--- src/rtcc_pkg.sv ---
// rtcc_pkg: offsets, field positions, reset values and carriers of the
// rtc control/status register bank.
// assumes: used by the regs, handshake and checker files through package-scoped names.
package rtcc_pkg;

   // register indices; byte address is four times the index
   localparam logic [2:0] IDX_MODE = 3'h0;
   localparam logic [2:0] IDX_FLAG = 3'h1;
   localparam logic [2:0] IDX_PWR = 3'h2;
   localparam logic [2:0] IDX_TS_FLAG = 3'h3;
   localparam logic [2:0] IDX_TS_EN = 3'h4;
   localparam logic [2:0] IDX_LAST = 3'h4;

   // control_mode_register fields
   localparam int MODE_TEST = 7;
   localparam int MODE_TCDIS = 6;
   localparam int MODE_STOP = 5;
   localparam int MODE_HDIS = 4;
   localparam int MODE_OVRD = 3;
   localparam int MODE_H12 = 2;
   localparam int MODE_MI = 1;
   localparam int MODE_SI = 0;

   // interrupt_flag_alarm_register fields
   localparam int FLAG_PER = 7;
   localparam int FLAG_WDT = 6;
   localparam int FLAG_ALM = 4;
   localparam int FLAG_AIE = 1;

   // battery_power_register fields
   localparam int PWR_SEL_HI = 7;
   localparam int PWR_SEL_LO = 5;
   localparam int PWR_TSE = 4;
   localparam int PWR_SWF = 3;
   localparam int PWR_BLF = 2;
   localparam int PWR_BIE = 1;
   localparam int PWR_BATTERY_LOW_IRQ_ENABLE = 0;

   // reset values
   localparam logic [7:0] MODE_RST = 8'h08;
   localparam logic [7:0] FLAG_RST = 8'h00;
   localparam logic [7:0] PWR_RST = 8'hE0;

   // events from the rest of the clock core, same clock domain
   typedef struct packed {
      logic minute_tick;
      logic second_tick;
      logic watchdog_event;
      logic watchdog_clear;
      logic alarm_event;
      logic switchover_event;
      logic battery_low;
      logic override_seq;
   } rtcc_event_t;

   // settings steering the clock core
   typedef struct packed {
      logic clock_test_mode;
      logic temp_comp_disable;
      logic clock_run;
      logic hundredths_disable;
      logic reset_override_enable;
      logic hour_12_mode;
      logic minute_irq_enable;
      logic second_irq_enable;
      logic [2:0] power_mgmt_select;
      logic switchover_timestamp_enable;
   } rtcc_ctrl_t;

   // interrupt requests and strobes
   typedef struct packed {
      logic periodic_irq;
      logic watchdog_irq;
      logic alarm_irq;
      logic switchover_irq;
      logic battery_low_irq;
      logic timestamp_capture;
      logic override_accept;
   } rtcc_irq_t;

   // apb handshake states
   typedef enum logic [1:0] {
      RTCC_IDLE = 2'b01,
      RTCC_DONE = 2'b10
   } rtcc_apb_state_t;

endpackage

--- src/rtcc_regs.sv ---
// rtcc_regs: control and status register group of the rtc, apb slave.
// assumes: events come from clock-core logic on pclk; apb master on pclk.
`timescale 1ns/10ps
`default_nettype none
// Behaviour
// - indices 00h to 04h form the control and status group
// - unused bit positions always read back as zero
// - mode bit 7 selects external clock test mode
// - clock source runs while the stop bit is zero
// - hundredths disable stops that counter and forces it to 00h
// - override sequence accepted only while mode bit 3 is one; resets to one
// - hour format bit: zero gives 24-hour, one gives 12-hour
// - enabled minute or second tick raises interrupt and sets flag bit 7
// - watchdog interrupt sets flag bit 6; software cannot clear it
// - alarm trigger sets the alarm flag, bit 4
// - alarm flag interrupts only while alarm enable bit 1 is one
// - periodic, alarm and switch-over interrupts stay until flag cleared
// - power bits 7 to 5 select the power management behaviour
// - timestamp taken at switch-over only while power bit 4 is one
// - switch-over to backup supply sets power bit 3
// - battery low flag follows battery state; software cannot clear it
// - switch-over flag interrupts only while bit 1 is one
// - battery low flag interrupts only while bit 0 is one
module rtcc_regs #(
   parameter int ADDR_W = 8
) (
   input wire logic pclk,
   input wire logic presetn,
   input wire logic psel,
   input wire logic penable,
   input wire logic pwrite,
   input wire logic [ADDR_W-1:0] paddr,
   input wire logic [31:0] pwdata,
   output logic [31:0] prdata,
   output logic pready,
   output logic pslverr,
   input wire rtcc_pkg::rtcc_event_t events,
   output rtcc_pkg::rtcc_ctrl_t ctrl,
   output rtcc_pkg::rtcc_irq_t irq
);

   // software-owned storage
   logic [7:0] mode_reg;
   logic aie_reg;
   logic [2:0] psel_reg;
   logic tse_reg;
   logic bie_reg;
   logic battery_low_irq_enable_reg;

   // hardware-owned status
   logic per_flag;
   logic alm_flag;
   logic swf_flag;
   logic wdt_reg;
   logic blf_reg;

   // bus response storage
   logic [31:0] prdata_reg;
   logic pslverr_reg;

   // outputs driven from flops
   rtcc_pkg::rtcc_irq_t irq_reg;
   rtcc_pkg::rtcc_irq_t irq_next;
   logic clock_run_reg;

   // bus decode
   logic sample;
   logic commit;
   logic addr_ok;
   logic [2:0] idx;
   logic wr_go;
   logic wr_mode;
   logic wr_flag;
   logic wr_pwr;
   logic [7:0] wbyte;
   logic [7:0] rd_byte;

   // event qualification
   logic per_set;
   logic clr_per;
   logic clr_alm;
   logic clr_swf;

   // handshake: answer one cycle into the access phase
   rtcc_apb_hs u_hs (
      .pclk(pclk),
      .presetn(presetn),
      .psel(psel),
      .penable(penable),
      .pready(pready),
      .sample(sample),
      .commit(commit)
   );

   // word-aligned decode; anything past index 04h is refused
   always_comb begin
      idx = 3'h0;
      addr_ok = 1'b0;
      if (paddr[1:0] == 2'b00 && (paddr >> 2) <= ADDR_W'(rtcc_pkg::IDX_LAST)) begin
         idx = 3'(paddr >> 2);
         addr_ok = 1'b1;
      end
   end

   // writes land at the completing edge only
   assign wr_go = commit & pwrite & addr_ok;
   assign wr_mode = wr_go & (idx == rtcc_pkg::IDX_MODE);
   assign wr_flag = wr_go & (idx == rtcc_pkg::IDX_FLAG);
   assign wr_pwr = wr_go & (idx == rtcc_pkg::IDX_PWR);
   assign wbyte = pwdata[7:0];

   // mode register, full byte writable
   always_ff @(posedge pclk or negedge presetn) begin
      if (!presetn) begin
         mode_reg <= rtcc_pkg::MODE_RST;
      end else if (wr_mode) begin
         mode_reg <= wbyte;
      end
   end

   // alarm enable; other bits of the flag byte are flags or unused
   always_ff @(posedge pclk or negedge presetn) begin
      if (!presetn) begin
         aie_reg <= rtcc_pkg::FLAG_RST[rtcc_pkg::FLAG_AIE];
      end else if (wr_flag) begin
         aie_reg <= wbyte[rtcc_pkg::FLAG_AIE];
      end
   end

   // power selector, timestamp and battery interrupt enables
   always_ff @(posedge pclk or negedge presetn) begin
      if (!presetn) begin
         psel_reg <= rtcc_pkg::PWR_RST[rtcc_pkg::PWR_SEL_HI:rtcc_pkg::PWR_SEL_LO];
         tse_reg <= rtcc_pkg::PWR_RST[rtcc_pkg::PWR_TSE];
         bie_reg <= rtcc_pkg::PWR_RST[rtcc_pkg::PWR_BIE];
         battery_low_irq_enable_reg <= rtcc_pkg::PWR_RST[rtcc_pkg::PWR_BATTERY_LOW_IRQ_ENABLE];
      end else if (wr_pwr) begin
         psel_reg <= wbyte[rtcc_pkg::PWR_SEL_HI:rtcc_pkg::PWR_SEL_LO];
         tse_reg <= wbyte[rtcc_pkg::PWR_TSE];
         bie_reg <= wbyte[rtcc_pkg::PWR_BIE];
         battery_low_irq_enable_reg <= wbyte[rtcc_pkg::PWR_BATTERY_LOW_IRQ_ENABLE];
      end
   end

   // periodic event counts only if its own enable is set
   assign per_set = (events.minute_tick & mode_reg[rtcc_pkg::MODE_MI]) |
                    (events.second_tick & mode_reg[rtcc_pkg::MODE_SI]);

   // zero written clears, one written leaves the flag alone
   assign clr_per = wr_flag & ~wbyte[rtcc_pkg::FLAG_PER];
   assign clr_alm = wr_flag & ~wbyte[rtcc_pkg::FLAG_ALM];
   assign clr_swf = wr_pwr & ~wbyte[rtcc_pkg::PWR_SWF];

   // periodic flag
   rtcc_sticky u_per (
      .pclk(pclk),
      .presetn(presetn),
      .set(per_set),
      .clr(clr_per),
      .flag_reg(per_flag)
   );

   // alarm flag, set regardless of its enable
   rtcc_sticky u_alm (
      .pclk(pclk),
      .presetn(presetn),
      .set(events.alarm_event),
      .clr(clr_alm),
      .flag_reg(alm_flag)
   );

   // switch-over flag
   rtcc_sticky u_swf (
      .pclk(pclk),
      .presetn(presetn),
      .set(events.switchover_event),
      .clr(clr_swf),
      .flag_reg(swf_flag)
   );

   // watchdog flag: only the watchdog itself may drop it, bus writes cannot
   always_ff @(posedge pclk or negedge presetn) begin
      if (!presetn) begin
         wdt_reg <= 1'b0;
      end else if (events.watchdog_event) begin
         wdt_reg <= 1'b1;
      end else if (events.watchdog_clear) begin
         wdt_reg <= 1'b0;
      end
   end

   // battery low mirrors the detector; clears itself on replacement
   always_ff @(posedge pclk or negedge presetn) begin
      if (!presetn) begin
         blf_reg <= 1'b0;
      end else begin
         blf_reg <= events.battery_low;
      end
   end

   // clock source gate, registered so the core sees a clean level
   always_ff @(posedge pclk or negedge presetn) begin
      if (!presetn) begin
         clock_run_reg <= ~rtcc_pkg::MODE_RST[rtcc_pkg::MODE_STOP];
      end else if (wr_mode) begin
         clock_run_reg <= ~wbyte[rtcc_pkg::MODE_STOP];
      end
   end

   // interrupt levels and strobes, next values
   always_comb begin
      irq_next = '0;
      irq_next.periodic_irq = per_flag;
      irq_next.watchdog_irq = wdt_reg;
      irq_next.alarm_irq = alm_flag & aie_reg;
      irq_next.switchover_irq = swf_flag & bie_reg;
      irq_next.battery_low_irq = blf_reg & battery_low_irq_enable_reg;
      irq_next.timestamp_capture = events.switchover_event & tse_reg;
      irq_next.override_accept = events.override_seq &
                                 mode_reg[rtcc_pkg::MODE_OVRD];
   end

   // one register stage keeps every output flop-driven
   always_ff @(posedge pclk or negedge presetn) begin
      if (!presetn) begin
         irq_reg <= '0;
      end else begin
         irq_reg <= irq_next;
      end
   end

   // read mux; unused bits are constant zero, not stored
   always_comb begin
      rd_byte = 8'h00;
      unique case (idx)
         rtcc_pkg::IDX_MODE: begin
            rd_byte = mode_reg;
         end
         rtcc_pkg::IDX_FLAG: begin
            rd_byte[rtcc_pkg::FLAG_PER] = per_flag;
            rd_byte[rtcc_pkg::FLAG_WDT] = wdt_reg;
            rd_byte[rtcc_pkg::FLAG_ALM] = alm_flag;
            rd_byte[rtcc_pkg::FLAG_AIE] = aie_reg;
         end
         rtcc_pkg::IDX_PWR: begin
            rd_byte[rtcc_pkg::PWR_SEL_HI:rtcc_pkg::PWR_SEL_LO] = psel_reg;
            rd_byte[rtcc_pkg::PWR_TSE] = tse_reg;
            rd_byte[rtcc_pkg::PWR_SWF] = swf_flag;
            rd_byte[rtcc_pkg::PWR_BLF] = blf_reg;
            rd_byte[rtcc_pkg::PWR_BIE] = bie_reg;
            rd_byte[rtcc_pkg::PWR_BATTERY_LOW_IRQ_ENABLE] = battery_low_irq_enable_reg;
         end
         default: begin
            // timestamp group is kept elsewhere; reads zero here
            rd_byte = 8'h00;
         end
      endcase
   end

   // response loaded on the first access cycle; the error flop lives only while
   // pready stands, so the error output needs no gate behind the flop
   always_ff @(posedge pclk or negedge presetn) begin
      if (!presetn) begin
         prdata_reg <= 32'h0000_0000;
         pslverr_reg <= 1'b0;
      end else if (sample) begin
         prdata_reg <= (pwrite || !addr_ok) ? 32'h0000_0000 : {24'h00_0000, rd_byte};
         pslverr_reg <= ~addr_ok;
      end else begin
         pslverr_reg <= 1'b0;
      end
   end

   assign prdata = prdata_reg;
   assign pslverr = pslverr_reg;
   assign irq = irq_reg;

   // settings to the clock core straight from storage
   always_comb begin
      ctrl.clock_test_mode = mode_reg[rtcc_pkg::MODE_TEST];
      ctrl.temp_comp_disable = mode_reg[rtcc_pkg::MODE_TCDIS];
      ctrl.clock_run = clock_run_reg;
      ctrl.hundredths_disable = mode_reg[rtcc_pkg::MODE_HDIS];
      ctrl.reset_override_enable = mode_reg[rtcc_pkg::MODE_OVRD];
      ctrl.hour_12_mode = mode_reg[rtcc_pkg::MODE_H12];
      ctrl.minute_irq_enable = mode_reg[rtcc_pkg::MODE_MI];
      ctrl.second_irq_enable = mode_reg[rtcc_pkg::MODE_SI];
      ctrl.power_mgmt_select = psel_reg;
      ctrl.switchover_timestamp_enable = tse_reg;
   end

endmodule
`default_nettype wire

--- src/rtcc_sticky.sv ---
// rtcc_sticky: one sticky event flag, set by hardware, cleared by software.
// assumes: set and clr are single-clock pulses on pclk.
`timescale 1ns/10ps
`default_nettype none
module rtcc_sticky (
   input wire logic pclk,
   input wire logic presetn,
   input wire logic set,
   input wire logic clr,
   output logic flag_reg
);

   // set beats clear so an event in the clearing cycle is kept
   always_ff @(posedge pclk or negedge presetn) begin
      if (!presetn) begin
         flag_reg <= 1'b0;
      end else if (set) begin
         flag_reg <= 1'b1;
      end else if (clr) begin
         flag_reg <= 1'b0;
      end
   end

endmodule
`default_nettype wire

--- src/rtcc_apb_hs.sv ---
// rtcc_apb_hs: apb access-phase handshake, one wait state per transfer.
// assumes: an apb master on pclk holding the request until pready.
`timescale 1ns/10ps
`default_nettype none
module rtcc_apb_hs (
   input wire logic pclk,
   input wire logic presetn,
   input wire logic psel,
   input wire logic penable,
   output logic pready,
   output logic sample,
   output logic commit
);

   rtcc_pkg::rtcc_apb_state_t state_reg;

   // first access cycle loads read data, second completes it
   assign sample = psel & penable & (state_reg == rtcc_pkg::RTCC_IDLE);
   assign commit = psel & penable & (state_reg == rtcc_pkg::RTCC_DONE);

   // handshake state and the registered ready
   always_ff @(posedge pclk or negedge presetn) begin
      if (!presetn) begin
         state_reg <= rtcc_pkg::RTCC_IDLE;
         pready <= 1'b0;
      end else begin
         unique case (state_reg)
            rtcc_pkg::RTCC_IDLE: begin
               if (sample) begin
                  state_reg <= rtcc_pkg::RTCC_DONE;
                  pready <= 1'b1;
               end
            end
            rtcc_pkg::RTCC_DONE: begin
               state_reg <= rtcc_pkg::RTCC_IDLE;
               pready <= 1'b0;
            end
            default: begin
               state_reg <= rtcc_pkg::RTCC_IDLE;
               pready <= 1'b0;
            end
         endcase
      end
   end

endmodule
`default_nettype wire

--- config.mk ---
export PLATFORM = sky130hd
export DESIGN_NAME = rtcc_regs
export DESIGN_NICKNAME = d
export VERILOG_FILES = /design/src/rtcc_pkg.sv /design/src/rtcc_regs.sv /design/src/rtcc_sticky.sv /design/src/rtcc_apb_hs.sv
export SDC_FILE = /design/constraint.sdc
export NUM_CORES = 1
export LEC_CHECK = 0
export ABC_CLOCK_PERIOD_IN_PS = 4850
export BUFFER_PORTS_ARGS = -buffer_cell sky130_fd_sc_hd__buf_2
export CELL_PAD_IN_SITES_DETAIL_PLACEMENT = 1
export CELL_PAD_IN_SITES_GLOBAL_PLACEMENT = 1
export CORE_MARGIN = 2
export CORE_UTILIZATION = 35
export DETAILED_ROUTE_END_ITERATION = 10
export GPL_TIMING_DRIVEN = 0
export PLACE_DENSITY = 0.93
export SLEW_MARGIN = 10
export SYNTH_ARGS = -nofsm -noshare
export SYNTH_HDL_FRONTEND = slang
export SYNTH_SLANG_ARGS = --single-unit
--- constraint.sdc ---
create_clock -name pclk -period 4.85 [get_ports pclk]
set_clock_uncertainty 0.2 [all_clocks]
set_input_delay 0.485 -clock pclk [delete_from_list [all_inputs] [get_ports pclk]]
set_output_delay 0.485 -clock pclk [all_outputs]
set_load 0.01 [all_outputs]
======== Word-level counts from Yosys, hierarchy flattened ========
Cells that the tools add are included.
word-level totals
  register bits ........................... 64
  bits in latches ......................... 0
  RAM bits ................................ 0
  memory bits (read-only) ................. 0
  input port bits ......................... 53
  output and inout port bits .............. 53
  word-level logic and storage cells ...... 84
  memories kept ........................... 0
operators by class
  $add $sub $neg .......................... 0
  multipliers ............................. 0
  div/mod/pow operators ................... 0
  magnitude comparators ................... 1
  equal/unequal tests ..................... 5
  shift-type cells ........................ 0
  muxes and demuxes ....................... 22
  bitwise gates (word level) .............. 24
  reduce and logical (&&, ||, !) cells .... 9
operators by type and width
  operator                                                                number
  1-bit bitwise AND                                                       18
  1-bit two-way mux                                                       12
  8-bit two-way mux                                                       1
  2-bit nonzero test                                                      4
  6-bit by 3-bit <= comparator with 1-bit output (second input constant)  1
  1-bit case mux with 3 select lines                                      2
  2-bit case mux with 3 select lines                                      1
  1-bit inverter                                                          5
  2-bit two-way mux                                                       2
  1-bit case mux with 2 select lines                                      2
  2-bit case mux with 2 select lines                                      1
  3-bit by 1-bit equality test with 1-bit output (second input constant)  1
  3-bit by 2-bit equality test with 1-bit output (second input constant)  1
  3-bit zero test                                                         1
  3-bit two-way mux                                                       1
  2-bit by 1-bit equality test with 1-bit output (second input constant)  1
  2-bit equality test (second input constant)                             1
  2-bit zero test                                                         1
  2-bit != test (second input constant)                                   1
  1-bit logical AND                                                       1
  1-bit zero test                                                         1
  1-bit logical OR                                                        1
  1-bit bitwise OR                                                        1

======== Longest topological paths before layout ========
Gate-level depths: netlist (run 1).
  word-level depth ........................ 8
  gate-level depth with buffers ........... 5
  depth with buffers taken out ............ 5

======== By module ========
From an unflattened synthesis (run 1), not the netlist that was laid out.
unflattened totals
  cell total of the unflattened synthesis .. 186
  area total of the unflattened synthesis .. 2,011.9 µm²
modules (own cells, without submodules)
  module       times used  cells each  area each (µm²)  sequential area each (µm²)
  rtcc_regs    1           171         1,813.0          857.1
  rtcc_sticky  3           3           36.3             25.0
  rtcc_apb_hs  1           6           90.1             51.3

======== Worst setup path after synthesis (run 1) ========
OpenSTA, ideal clock, no wires.
  path type ............................... input-to-reg
  start point ............................. in paddr[4]
  end point ............................... reg battery_low_irq_enable_reg
  setup time .............................. 0.125 ns
  arrival time ............................ 1.592 ns
  required time ........................... 4.525 ns
  slack ................................... 2.933 ns
  stages on the path ...................... 4
  buffers on the path ..................... 0
  cells stage by stage .................... nor4_2 nand2_2 nor3_4 mux2_2
on the way
  cells in the longest elaborated chain, start to end .. 5
  elaborated cells on any way between the ends .. 7
  classes of those cells .................. order compare: 1; eq/ne: 1; mux: 2; bitwise: 2; reduce/logical: 1
ends and longest elaborated chain
  item                                                                                 RTL line                            text
  start, declared                                                                      rtcc_regs.sv:32                     input wire logic [ADDR_W-1:0] paddr,
  6-bit by 3-bit <= comparator with 1-bit output                                       rtcc_regs.sv:99                     if (paddr[1:0] == 2'b00 && (paddr >> 2) <= ADDR_W'(rtcc_pkg::IDX_LAST)) begin
  1-bit logical AND                                                                    rtcc_regs.sv:99
  3-bit two-way mux or 1-bit two-way mux (tied branches)                               rtcc_regs.sv:99
  3-bit by 2-bit equality test with 1-bit output or 1-bit bitwise AND (tied branches)  rtcc_regs.sv:109, rtcc_regs.sv:106
  1-bit bitwise AND (*)                                                                rtcc_regs.sv:109                    assign wr_pwr = wr_go & (idx == rtcc_pkg::IDX_PWR);
  end signal, assigned                                                                 rtcc_regs.sv:136                    battery_low_irq_enable_reg <= rtcc_pkg::PWR_RST[rtcc_pkg::PWR_BATTERY_LOW_IRQ_ENABLE];
  end signal, assigned                                                                 rtcc_regs.sv:141                    battery_low_irq_enable_reg <= wbyte[rtcc_pkg::PWR_BATTERY_LOW_IRQ_ENABLE];
  end, declared                                                                        rtcc_regs.sv:48                     logic battery_low_irq_enable_reg;
Every way passes the cells marked *; elsewhere a longest branch is shown, timed or not.
A chain may end at the register's enable or synchronous reset.

======== Final worst setup path (run 1) ========
  start point ............................. reg u_hs.state_reg[0]
  end point ............................... reg prdata_reg[1], in the netlist prdata[1]
on the way
  cells in the longest elaborated chain, start to end .. 2
ends and longest elaborated chain
  item                                            RTL line           text
  start, declared                                 rtcc_apb_hs.sv:15  rtcc_pkg::rtcc_apb_state_t state_reg;
  start signal, assigned                          rtcc_apb_hs.sv:24  state_reg <= rtcc_pkg::RTCC_IDLE;
  start signal, assigned                          rtcc_apb_hs.sv:30  state_reg <= rtcc_pkg::RTCC_DONE;
  start signal, assigned                          rtcc_apb_hs.sv:35  state_reg <= rtcc_pkg::RTCC_IDLE;
  2-bit by 1-bit equality test with 1-bit output  rtcc_apb_hs.sv:18  assign sample = psel & penable & (state_reg == rtcc_pkg::RTCC_IDLE);
  1-bit bitwise AND                               rtcc_apb_hs.sv:18
  end signal, assigned                            rtcc_regs.sv:267   prdata_reg <= (pwrite || !addr_ok) ? 32'h0000_0000 : {24'h00_0000, rd_byte};
  end, declared                                   rtcc_regs.sv:58    logic [31:0] prdata_reg;
Every way passes these cells.

==> summary.txt, run 1 <==
Status
  • Outcome: finished clean

Global routing
  • Initial antenna violation count: 0
  • Vias in the first global route: 1485
  • Global-route wire length before repair: ~7100 um
  • Global routing usage on met3: about 4.6%
  • Grt ovf: 0
  • Grt peak-use layer: met2
  • GR Layer Usage met2: between 20% and 30%
  • Largest net degree at the start of global routing: 40
  • Met1 Use GR: ~16%
  • GRT Total Usage: 15.3%

Floorplanning
  • Die Width: around 76 um
  • Die footprint: between 0.005 and 0.006 mm^2
  • FP Rows: 26
  • Core area: slightly above 0.005 mm^2
  • Starting Density: between 30% and 40%
  • Vert. Die Dim: around 76 um
  • Number of top-level pins: between 100 and 150

STA
  • Rel. slew slack: 44.1%
  • Final setup viols: 0
  • Tmin final: between 2 and 2.5 ns
  • Max Transition Viols Final: 0
  • Fmax achieved: between 400 and 500 MHz
  • RSZ-0062 raised after global routing: false
  • Worst Tran Pin Value: 0.839 ns
  • Final period utilization: 41.9%
  • Final Hold Fails: 0
  • Sum Neg Setup Slack: 0 ns

Final layout
  • Ant. Diodes: 0
  • Syn-to-layout area delta: 29.5%
  • Layout cells sized above 1: between 50% and 60%
  • Cell area after layout: ~0.0024 mm^2
  • Post-Route Utilization: between 40 and 50%
  • Fillers: 604
  • NumNets Final: slightly below 300

CTS
  • Root Buffer: clkbuf_8
  • Maximum clock path buffer count: 2
  • CTS sink cnt: 39
  • Hold_buf cts: 0
  • CTS clk-pin slew, worst paths: 0.07 ns
  • Worst-Skew Late Latency: 0.28 ns
  • Cts repair resizes: 0
  • Postcts setup bufs: 0
  • CTS Buf Count: 5
  • H-tree levels: 2
  • CTS tree: built

Setup path
  • CP Depth: 5
  • Worst EP required: around 4.9 ns
  • Most frequent CP cell: nand4b_1
  • Reg-to-Reg Start: u_hs.state_reg[0]
  • Buf/Inv on CP: 1
  • Crit-path max FO: 8
  • Reg-to-reg slack, setup: about 2.8 ns
  • Max stage delay on crit path: 0.56 ns
  • Slowest CP cell: dfstp_2
  • Worst-path cell chain: nand4b_1 -> inv_1 -> nand4b_1 -> nor3_4 -> a221o_1
  • Worst R2R Path Depth: 5
  • Startpoint types: register
  • CP Data Arrival Time: about 2 ns
  • R2r endpoint: prdata[1]
  • Kind of critical path: register to register
  • CP endpoint kind: register
  • CP delay by family, top: simple AND/OR/NAND/NOR gates

Placed design
  • Routability cong.: roughly 0.78
  • IO buf count: between 50 and 60
  • Placed Area: 0.00229 mm^2
  • DP Wirelength: 3170 um

Drt
  • First-pass DRT Iterations: 4
  • # DRC: 0
  • Total routed wirelength: around 4100 um
  • Vias: 1378
  • Final ANT Viol Nets: 0
  • Vias/cell: approximately 4.5
  • Drt initial violations: 71
  • Wire per inst: 13.5 um

Synthesis
  • Synth top area cells: dfrtp_1, buf_4, mux2_2
  • Seq cells post-synth: 39
  • Synth top area share: 45.1%
  • Area leader, netlist: dfrtp_1
  • Syn Area/Cell: around 12 um^2
  • Syn Inst Count: about 150
  • Seq/Total Area, Yosys: 53.7%
  • Synthesis Warnings: 0
  • Mapped cell area: ~0.0018 mm^2
  • Post-synth cell types: 29

Power and ir drop
  • Pwr Density: 250 mW/mm^2
  • Power Total: between 500 and 600 uW
  • Peak VDD IR: 132 uV
  • LEAKAGE: around 0.0013 uW

Flow run
  • Maxcap violations: 0

Worst hold path
  • Worst hold path type: input port to async pin
-- layer usage --
metal,part of all wire [%],wire [um]
met2,54,2220
met4,2.7,113
met5,0,0
met1,37,1540
met3,6.2,257
-- logic make-up after synthesis --
kind of cell,synth area share (%)
and+or+nand+nor,14.3
muxes,9.21
DFF,53.7
AOI/OAI and AO/OA,8.53
buffers and inverters,14.1
other,0.205
-- cell type report --
class	count	area [um^2]	area share [%]
Sequential cell	39	983	41.4
Multi-Input combinational cell	97	677	28.5
Timing Repair Buffer	57	285	12.0
Buffer	34	251	10.6
Tap cell	70	87.6	3.69
Clock buffer	7	76.3	3.22
Inverter	2	7.51	0.316
Clock inverter	1	5.00	0.211
-- cell usage after synthesis --
library cell / n
dfrtp_1: 33
nand2_1: 3
and2_1: 9
nor4bb_1: 2
nand4_1: 1
nand2_2: 1
a21oi_1: 1
nor4_1: 1
a22oi_1: 5
buf_4: 33
a31oi_1: 1
nor2b_1: 1
conb_1: 1
mux2_2: 15
nor3_4: 2
nor3_1: 1
a221o_1: 8
nand4b_2: 1
and2b_1: 2
inv_1: 2
dfstp_2: 6
clkbuf_1: 1
nor4_2: 1
nand4b_1: 3
a21o_1: 1
o21ai_0: 4
nor2_1: 8
and3_1: 1
nand2b_1: 1
-- per-stage QoR --
stage / worst slack (ns) / hold WS, ns / std cells
after global routing: 2.60 / 0.103 / 307
after floorplan: 2.93 / -0.0106 / 172
after global placement: 2.53 / 0.190 / 299
final: 2.82 / 0.0995 / 307
after detailed placement: 2.55 / 0.190 / 299
after CTS: 2.79 / 0.0956 / 307
-- where the power goes --
part	total, uW	switching, uW	internal (uW)
logic	58.9	32.5	26.3
clock network	204	103	101
registers	331	2.20	329
total	595	138	456
-- worst max path at each step --
stage | start | end | slack, ns
floorplan | paddr[4] | battery_low_irq_enable_reg | 2.93
CTS | u_hs.state_reg[0] | prdata[1] | 2.79
global placement | paddr[4] | prdata[0] | 2.53
finish | u_hs.state_reg[0] | prdata[1] | 2.82
global route | u_hs.state_reg[0] | prdata[4] | 2.60
detailed placement | paddr[4] | prdata[1] | 2.55
-- worst reg2reg max path, delay by kind of cell, from the launching register on --
kind	cells	cell delay [ns]
compound gates	1	0.22
buf+inv	1	0.10
flops	1	0.56
simple gates	3	0.89
-- placed cells by master (no fill, tap or decap) --
master / Yosys / final
nand4b_1: 3 / 3
conb_1: 1 / 24
a31oi_1: 1 / 1
clkbuf_1: 1 / 3
nand4b_2: 1 / 1
buf_2: 0 / 57
nand2b_1: 1 / 1
nor4bb_1: 2 / 2
o21ai_0: 4 / 4
nor4_2: 1 / 1
nor3_1: 1 / 1
nor4_1: 1 / 1
nand2_2: 1 / 1
a21oi_1: 1 / 1
a221o_1: 8 / 8
clkbuf_8: 0 / 5
clkinv_2: 0 / 1
dfstp_2: 6 / 6
nor2b_1: 1 / 1
mux2_2: 15 / 15
a21o_1: 1 / 1
nand2_1: 3 / 3
nand4_1: 1 / 1
buf_4: 33 / 33
nor3_4: 2 / 2
and2b_1: 2 / 2
inv_1: 2 / 2
nor2_1: 8 / 8
a22oi_1: 5 / 5
and2_1: 9 / 9
dfrtp_1: 33 / 33
and3_1: 1 / 1
No activity file was read; power rests on OpenSTA's default activity.
==> inputs of run 2 (changes only) <==
--- a/config.mk
+++ b/config.mk
@@ -5,15 +5,15 @@
 export SDC_FILE = /design/constraint.sdc
 export NUM_CORES = 1
 export LEC_CHECK = 0
-export ABC_CLOCK_PERIOD_IN_PS = 4850
+export ABC_CLOCK_PERIOD_IN_PS = 1750
 export BUFFER_PORTS_ARGS = -buffer_cell sky130_fd_sc_hd__buf_2
 export CELL_PAD_IN_SITES_DETAIL_PLACEMENT = 1
 export CELL_PAD_IN_SITES_GLOBAL_PLACEMENT = 1
 export CORE_MARGIN = 2
-export CORE_UTILIZATION = 35
+export CORE_UTILIZATION = 29
 export DETAILED_ROUTE_END_ITERATION = 10
 export GPL_TIMING_DRIVEN = 0
-export PLACE_DENSITY = 0.93
+export PLACE_DENSITY = 0.84
 export SLEW_MARGIN = 10
 export SYNTH_ARGS = -nofsm -noshare
 export SYNTH_HDL_FRONTEND = slang
==> constraint.sdc (replaced) <==
create_clock -name pclk -period 1.75 [get_ports pclk]
set_clock_uncertainty 0.2 [all_clocks]
set_input_delay 0.175 -clock pclk [delete_from_list [all_inputs] [get_ports pclk]]
set_output_delay 0.175 -clock pclk [all_outputs]
set_load 0.01 [all_outputs]
==> run 2 against run 1 <==
Net effect:
- the flow now finishes with violations (negative setup slack)
- die area up 20%
- core utilization fell by 1.7 points
- register-to-register slack got worse by 2.9 ns
- critical path type unchanged
- critical endpoint is now prdata[0]
- clock-buffer cell count unchanged
- highest routed layer unchanged
==> summary.txt, run 2 (synthesized netlist as in run 1, its figures left out) <==
Status
  • Outcome: finished with violations
  • Failing checks: negative setup slack

CTS
  • Root Buffer: clkbuf_8
  • Maximum clock path buffer count: 2 (unchanged)
  • CTS sink cnt: 39 (unchanged)
  • CTS clk-pin slew, worst paths: 0.07 ns (about the same)
  • CTS Buf Count: 5 (unchanged)
  • H-tree levels: 2 (unchanged)
  • Worst-Skew Late Latency: 0.28 ns (about the same)
  • CTS tree: built

Final layout
  • NumNets Final: 322 (+11%)
  • Ant. Diodes: 0 (unchanged)
  • Commonest non-fill, non-tap cell in the layout: buf_2
  • Syn-to-layout area delta: 48.3%
  • Layout cells sized above 1: 52.8% (+1.3 points)
  • Register area: 983 um^2 (unchanged)
  • Multi-input logic area: 702 um^2 (+3.7%)
  • Most frequent cells in the layout: buf_2, buf_4, dfrtp_1
  • Post-Route Utilization: 45.1% (-1.7 points)
  • Fillers: 703 (+16%)

Floorplanning
  • Vert. Die Dim: 83.5 um (+9.3%)
  • Core area: 0.00603 mm^2 (+19%)
  • FP Rows: 28 (+7.7%)
  • Starting Density: 30.4% (-5.7 points)
  • Die Width: 83.5 um (+9.3%)
  • Die footprint: 0.00697 mm^2 (+20%)
  • Number of top-level pins: 106 (unchanged)

Setup path
  • R2r endpoint: prdata[0]
  • CP endpoint kind: register
  • Kind of critical path: register to register
  • Startpoint types: register
  • Crit-path max FO: 10 (+2)
  • Worst setup path startpoint: u_hs.state_reg[0]
  • Worst EP required: 1.71 ns (-3.16 ns)
  • Reg-to-reg slack, setup: -0.07 ns (-2.88 ns)
  • Worst R2R Path Depth: 4 (-1)
  • Reg-to-Reg Start: u_hs.state_reg[0]
  • CP Data Arrival Time: 1.78 ns (-0.27 ns)
  • Setup crit end: prdata[0]

Drt
  • Total routed wirelength: 4980 um (+20%)
  • Wire per inst: 14.5 um (+7.5%)
  • # DRC: 0 (unchanged)
  • Vias/cell: 4.42 (-1.6%)
  • Drt initial violations: 41 (-42%)
  • Vias: 1520 (+10%)
  • First-pass DRT Iterations: 4 (unchanged)
  • Final ANT Viol Nets: 0 (unchanged)

STA
  • Sum Neg Setup Slack: -0.482 ns (-0.482 ns)
  • Final period utilization: 104% (+62 points)
  • Fin worst setup slack: -0.0653 ns (-2.88 ns)
  • Fmax achieved: 551 MHz (+12%)
  • Worst Tran Pin Value: 0.847 ns (+0.00807 ns)
  • RSZ-0062 raised after global routing: true
  • Final setup viols: 10 (+10)
  • Tmin final: 1.82 ns (-0.218 ns)
  • Final Hold Fails: 0 (unchanged)
  • Worst hold slack: 0.0149 ns (-0.0845 ns)
  • Max Transition Viols Final: 0 (unchanged)
  • Rel. slew slack: 43.6% (-0.54 points)

Global routing
  • Vias in the first global route: 1606 (+8.1%)
  • Grt ovf: 0 (unchanged)
  • Initial antenna violation count: 0 (unchanged)
  • Largest net degree at the start of global routing: 40 (unchanged)
  • GRT Total Usage: 14.4% (-0.98 points)
  • Global-route wire length before repair: 7940 um (+12%)

Placed design
  • Routability cong.: 0.743 (-4.8%)
  • IO buf count: 57 (unchanged)
  • Placement Setup Slack: -0.332 ns (-2.88 ns)
  • DP Wirelength: 3390 um (+7.1%)

Worst hold path
  • Worst hold path type: input port to register

Power and ir drop
  • Peak VDD IR: 248 uV (+87%)
  • Pwr Density: 623 mW/mm^2 (+150%)
  • LEAKAGE: 0.00149 uW (+12%)

Flow run
  • Maxcap violations: 0 (unchanged)
==> run 2: cell count changes in the layout (fill, tap and decap cells not counted), moves of 2 or more <==
cell           change
dlygate4sd3_1     +17
buf_4             +11
buf_6              +4
nor4bb_1           -2
o21ai_0            -2
o21ai_1            +2
==> run 2: area by class of cell <==
class / count / share of cell area [%]
Sequential cell: 39 / 36.2
Tap cell: 75 / 3.45
Clock buffer: 7 / 2.81
Timing Repair Buffer: 90 / 22.2
Multi-Input combinational cell: 97 / 25.8
Inverter: 2 / 0.276
Buffer: 34 / 9.25
==> run 2: stage by stage <==
step | total power [uW] | instance area, um^2 | instances
floorplan | 1020 | 1920 | 172
global placement | 1100 | 2300 | 304
detailed placement | 1100 | 2300 | 304
CTS | 1700 | 2690 | 343
global route | 1770 | 2720 | 344
finish | 1690 | 2720 | 344
==> run 2: how the worst min path moves through the flow <==
stage / startpoint / endpoint / slack [ns] / cells past startpoint
finish: paddr[4] / pslverr / 0.01 / 3
global route: paddr[4] / pslverr / 0.05 / 3
CTS: paddr[4] / pslverr / 0.02 / 3
detailed placement: events[1] / blf_reg / 0.08 / 1
global placement: events[1] / blf_reg / 0.08 / 1
floorplan: presetn / aie_reg / -0.32 / 0
==> run 2: what timing repair did <==
item	CTS	global route
setup buffers	15	2
cloned	0	0
resized for setup	5	7
pin swaps	7	6
setup endpoints to repair	17	26
hold buffers	17	0
hold endpoints to repair	56	0
==> run 2: power by group <==
part / switching, uW / leakage, uW / internal, uW / total, uW
registers: 6.59 / 0.000503 / 913 / 919
logic: 105 / 0.000953 / 114 / 219
clock network: 280 / 0.0000383 / 274 / 555
total: 392 / 0.00149 / 1300 / 1690
==> run 2: layer usage <==
layer	vias up	routed length, um	track usage [%]	part of all wire (%)
met3	9	286	2.97	5.7
met1	751	1930	15.7	39
met2	49	2670	27.1	54
met4	0	93	5.43	1.9
met5	-	0	0	0
li1	711	-	-	-
==> run 2: worst max-delay path, stage by stage (launching register included) <==
cell and delay [ns]:
dfstp_2 0.54, nand4b_1 0.14, clkbuf_1 0.31, and2_1 0.25, a221o_1 0.26
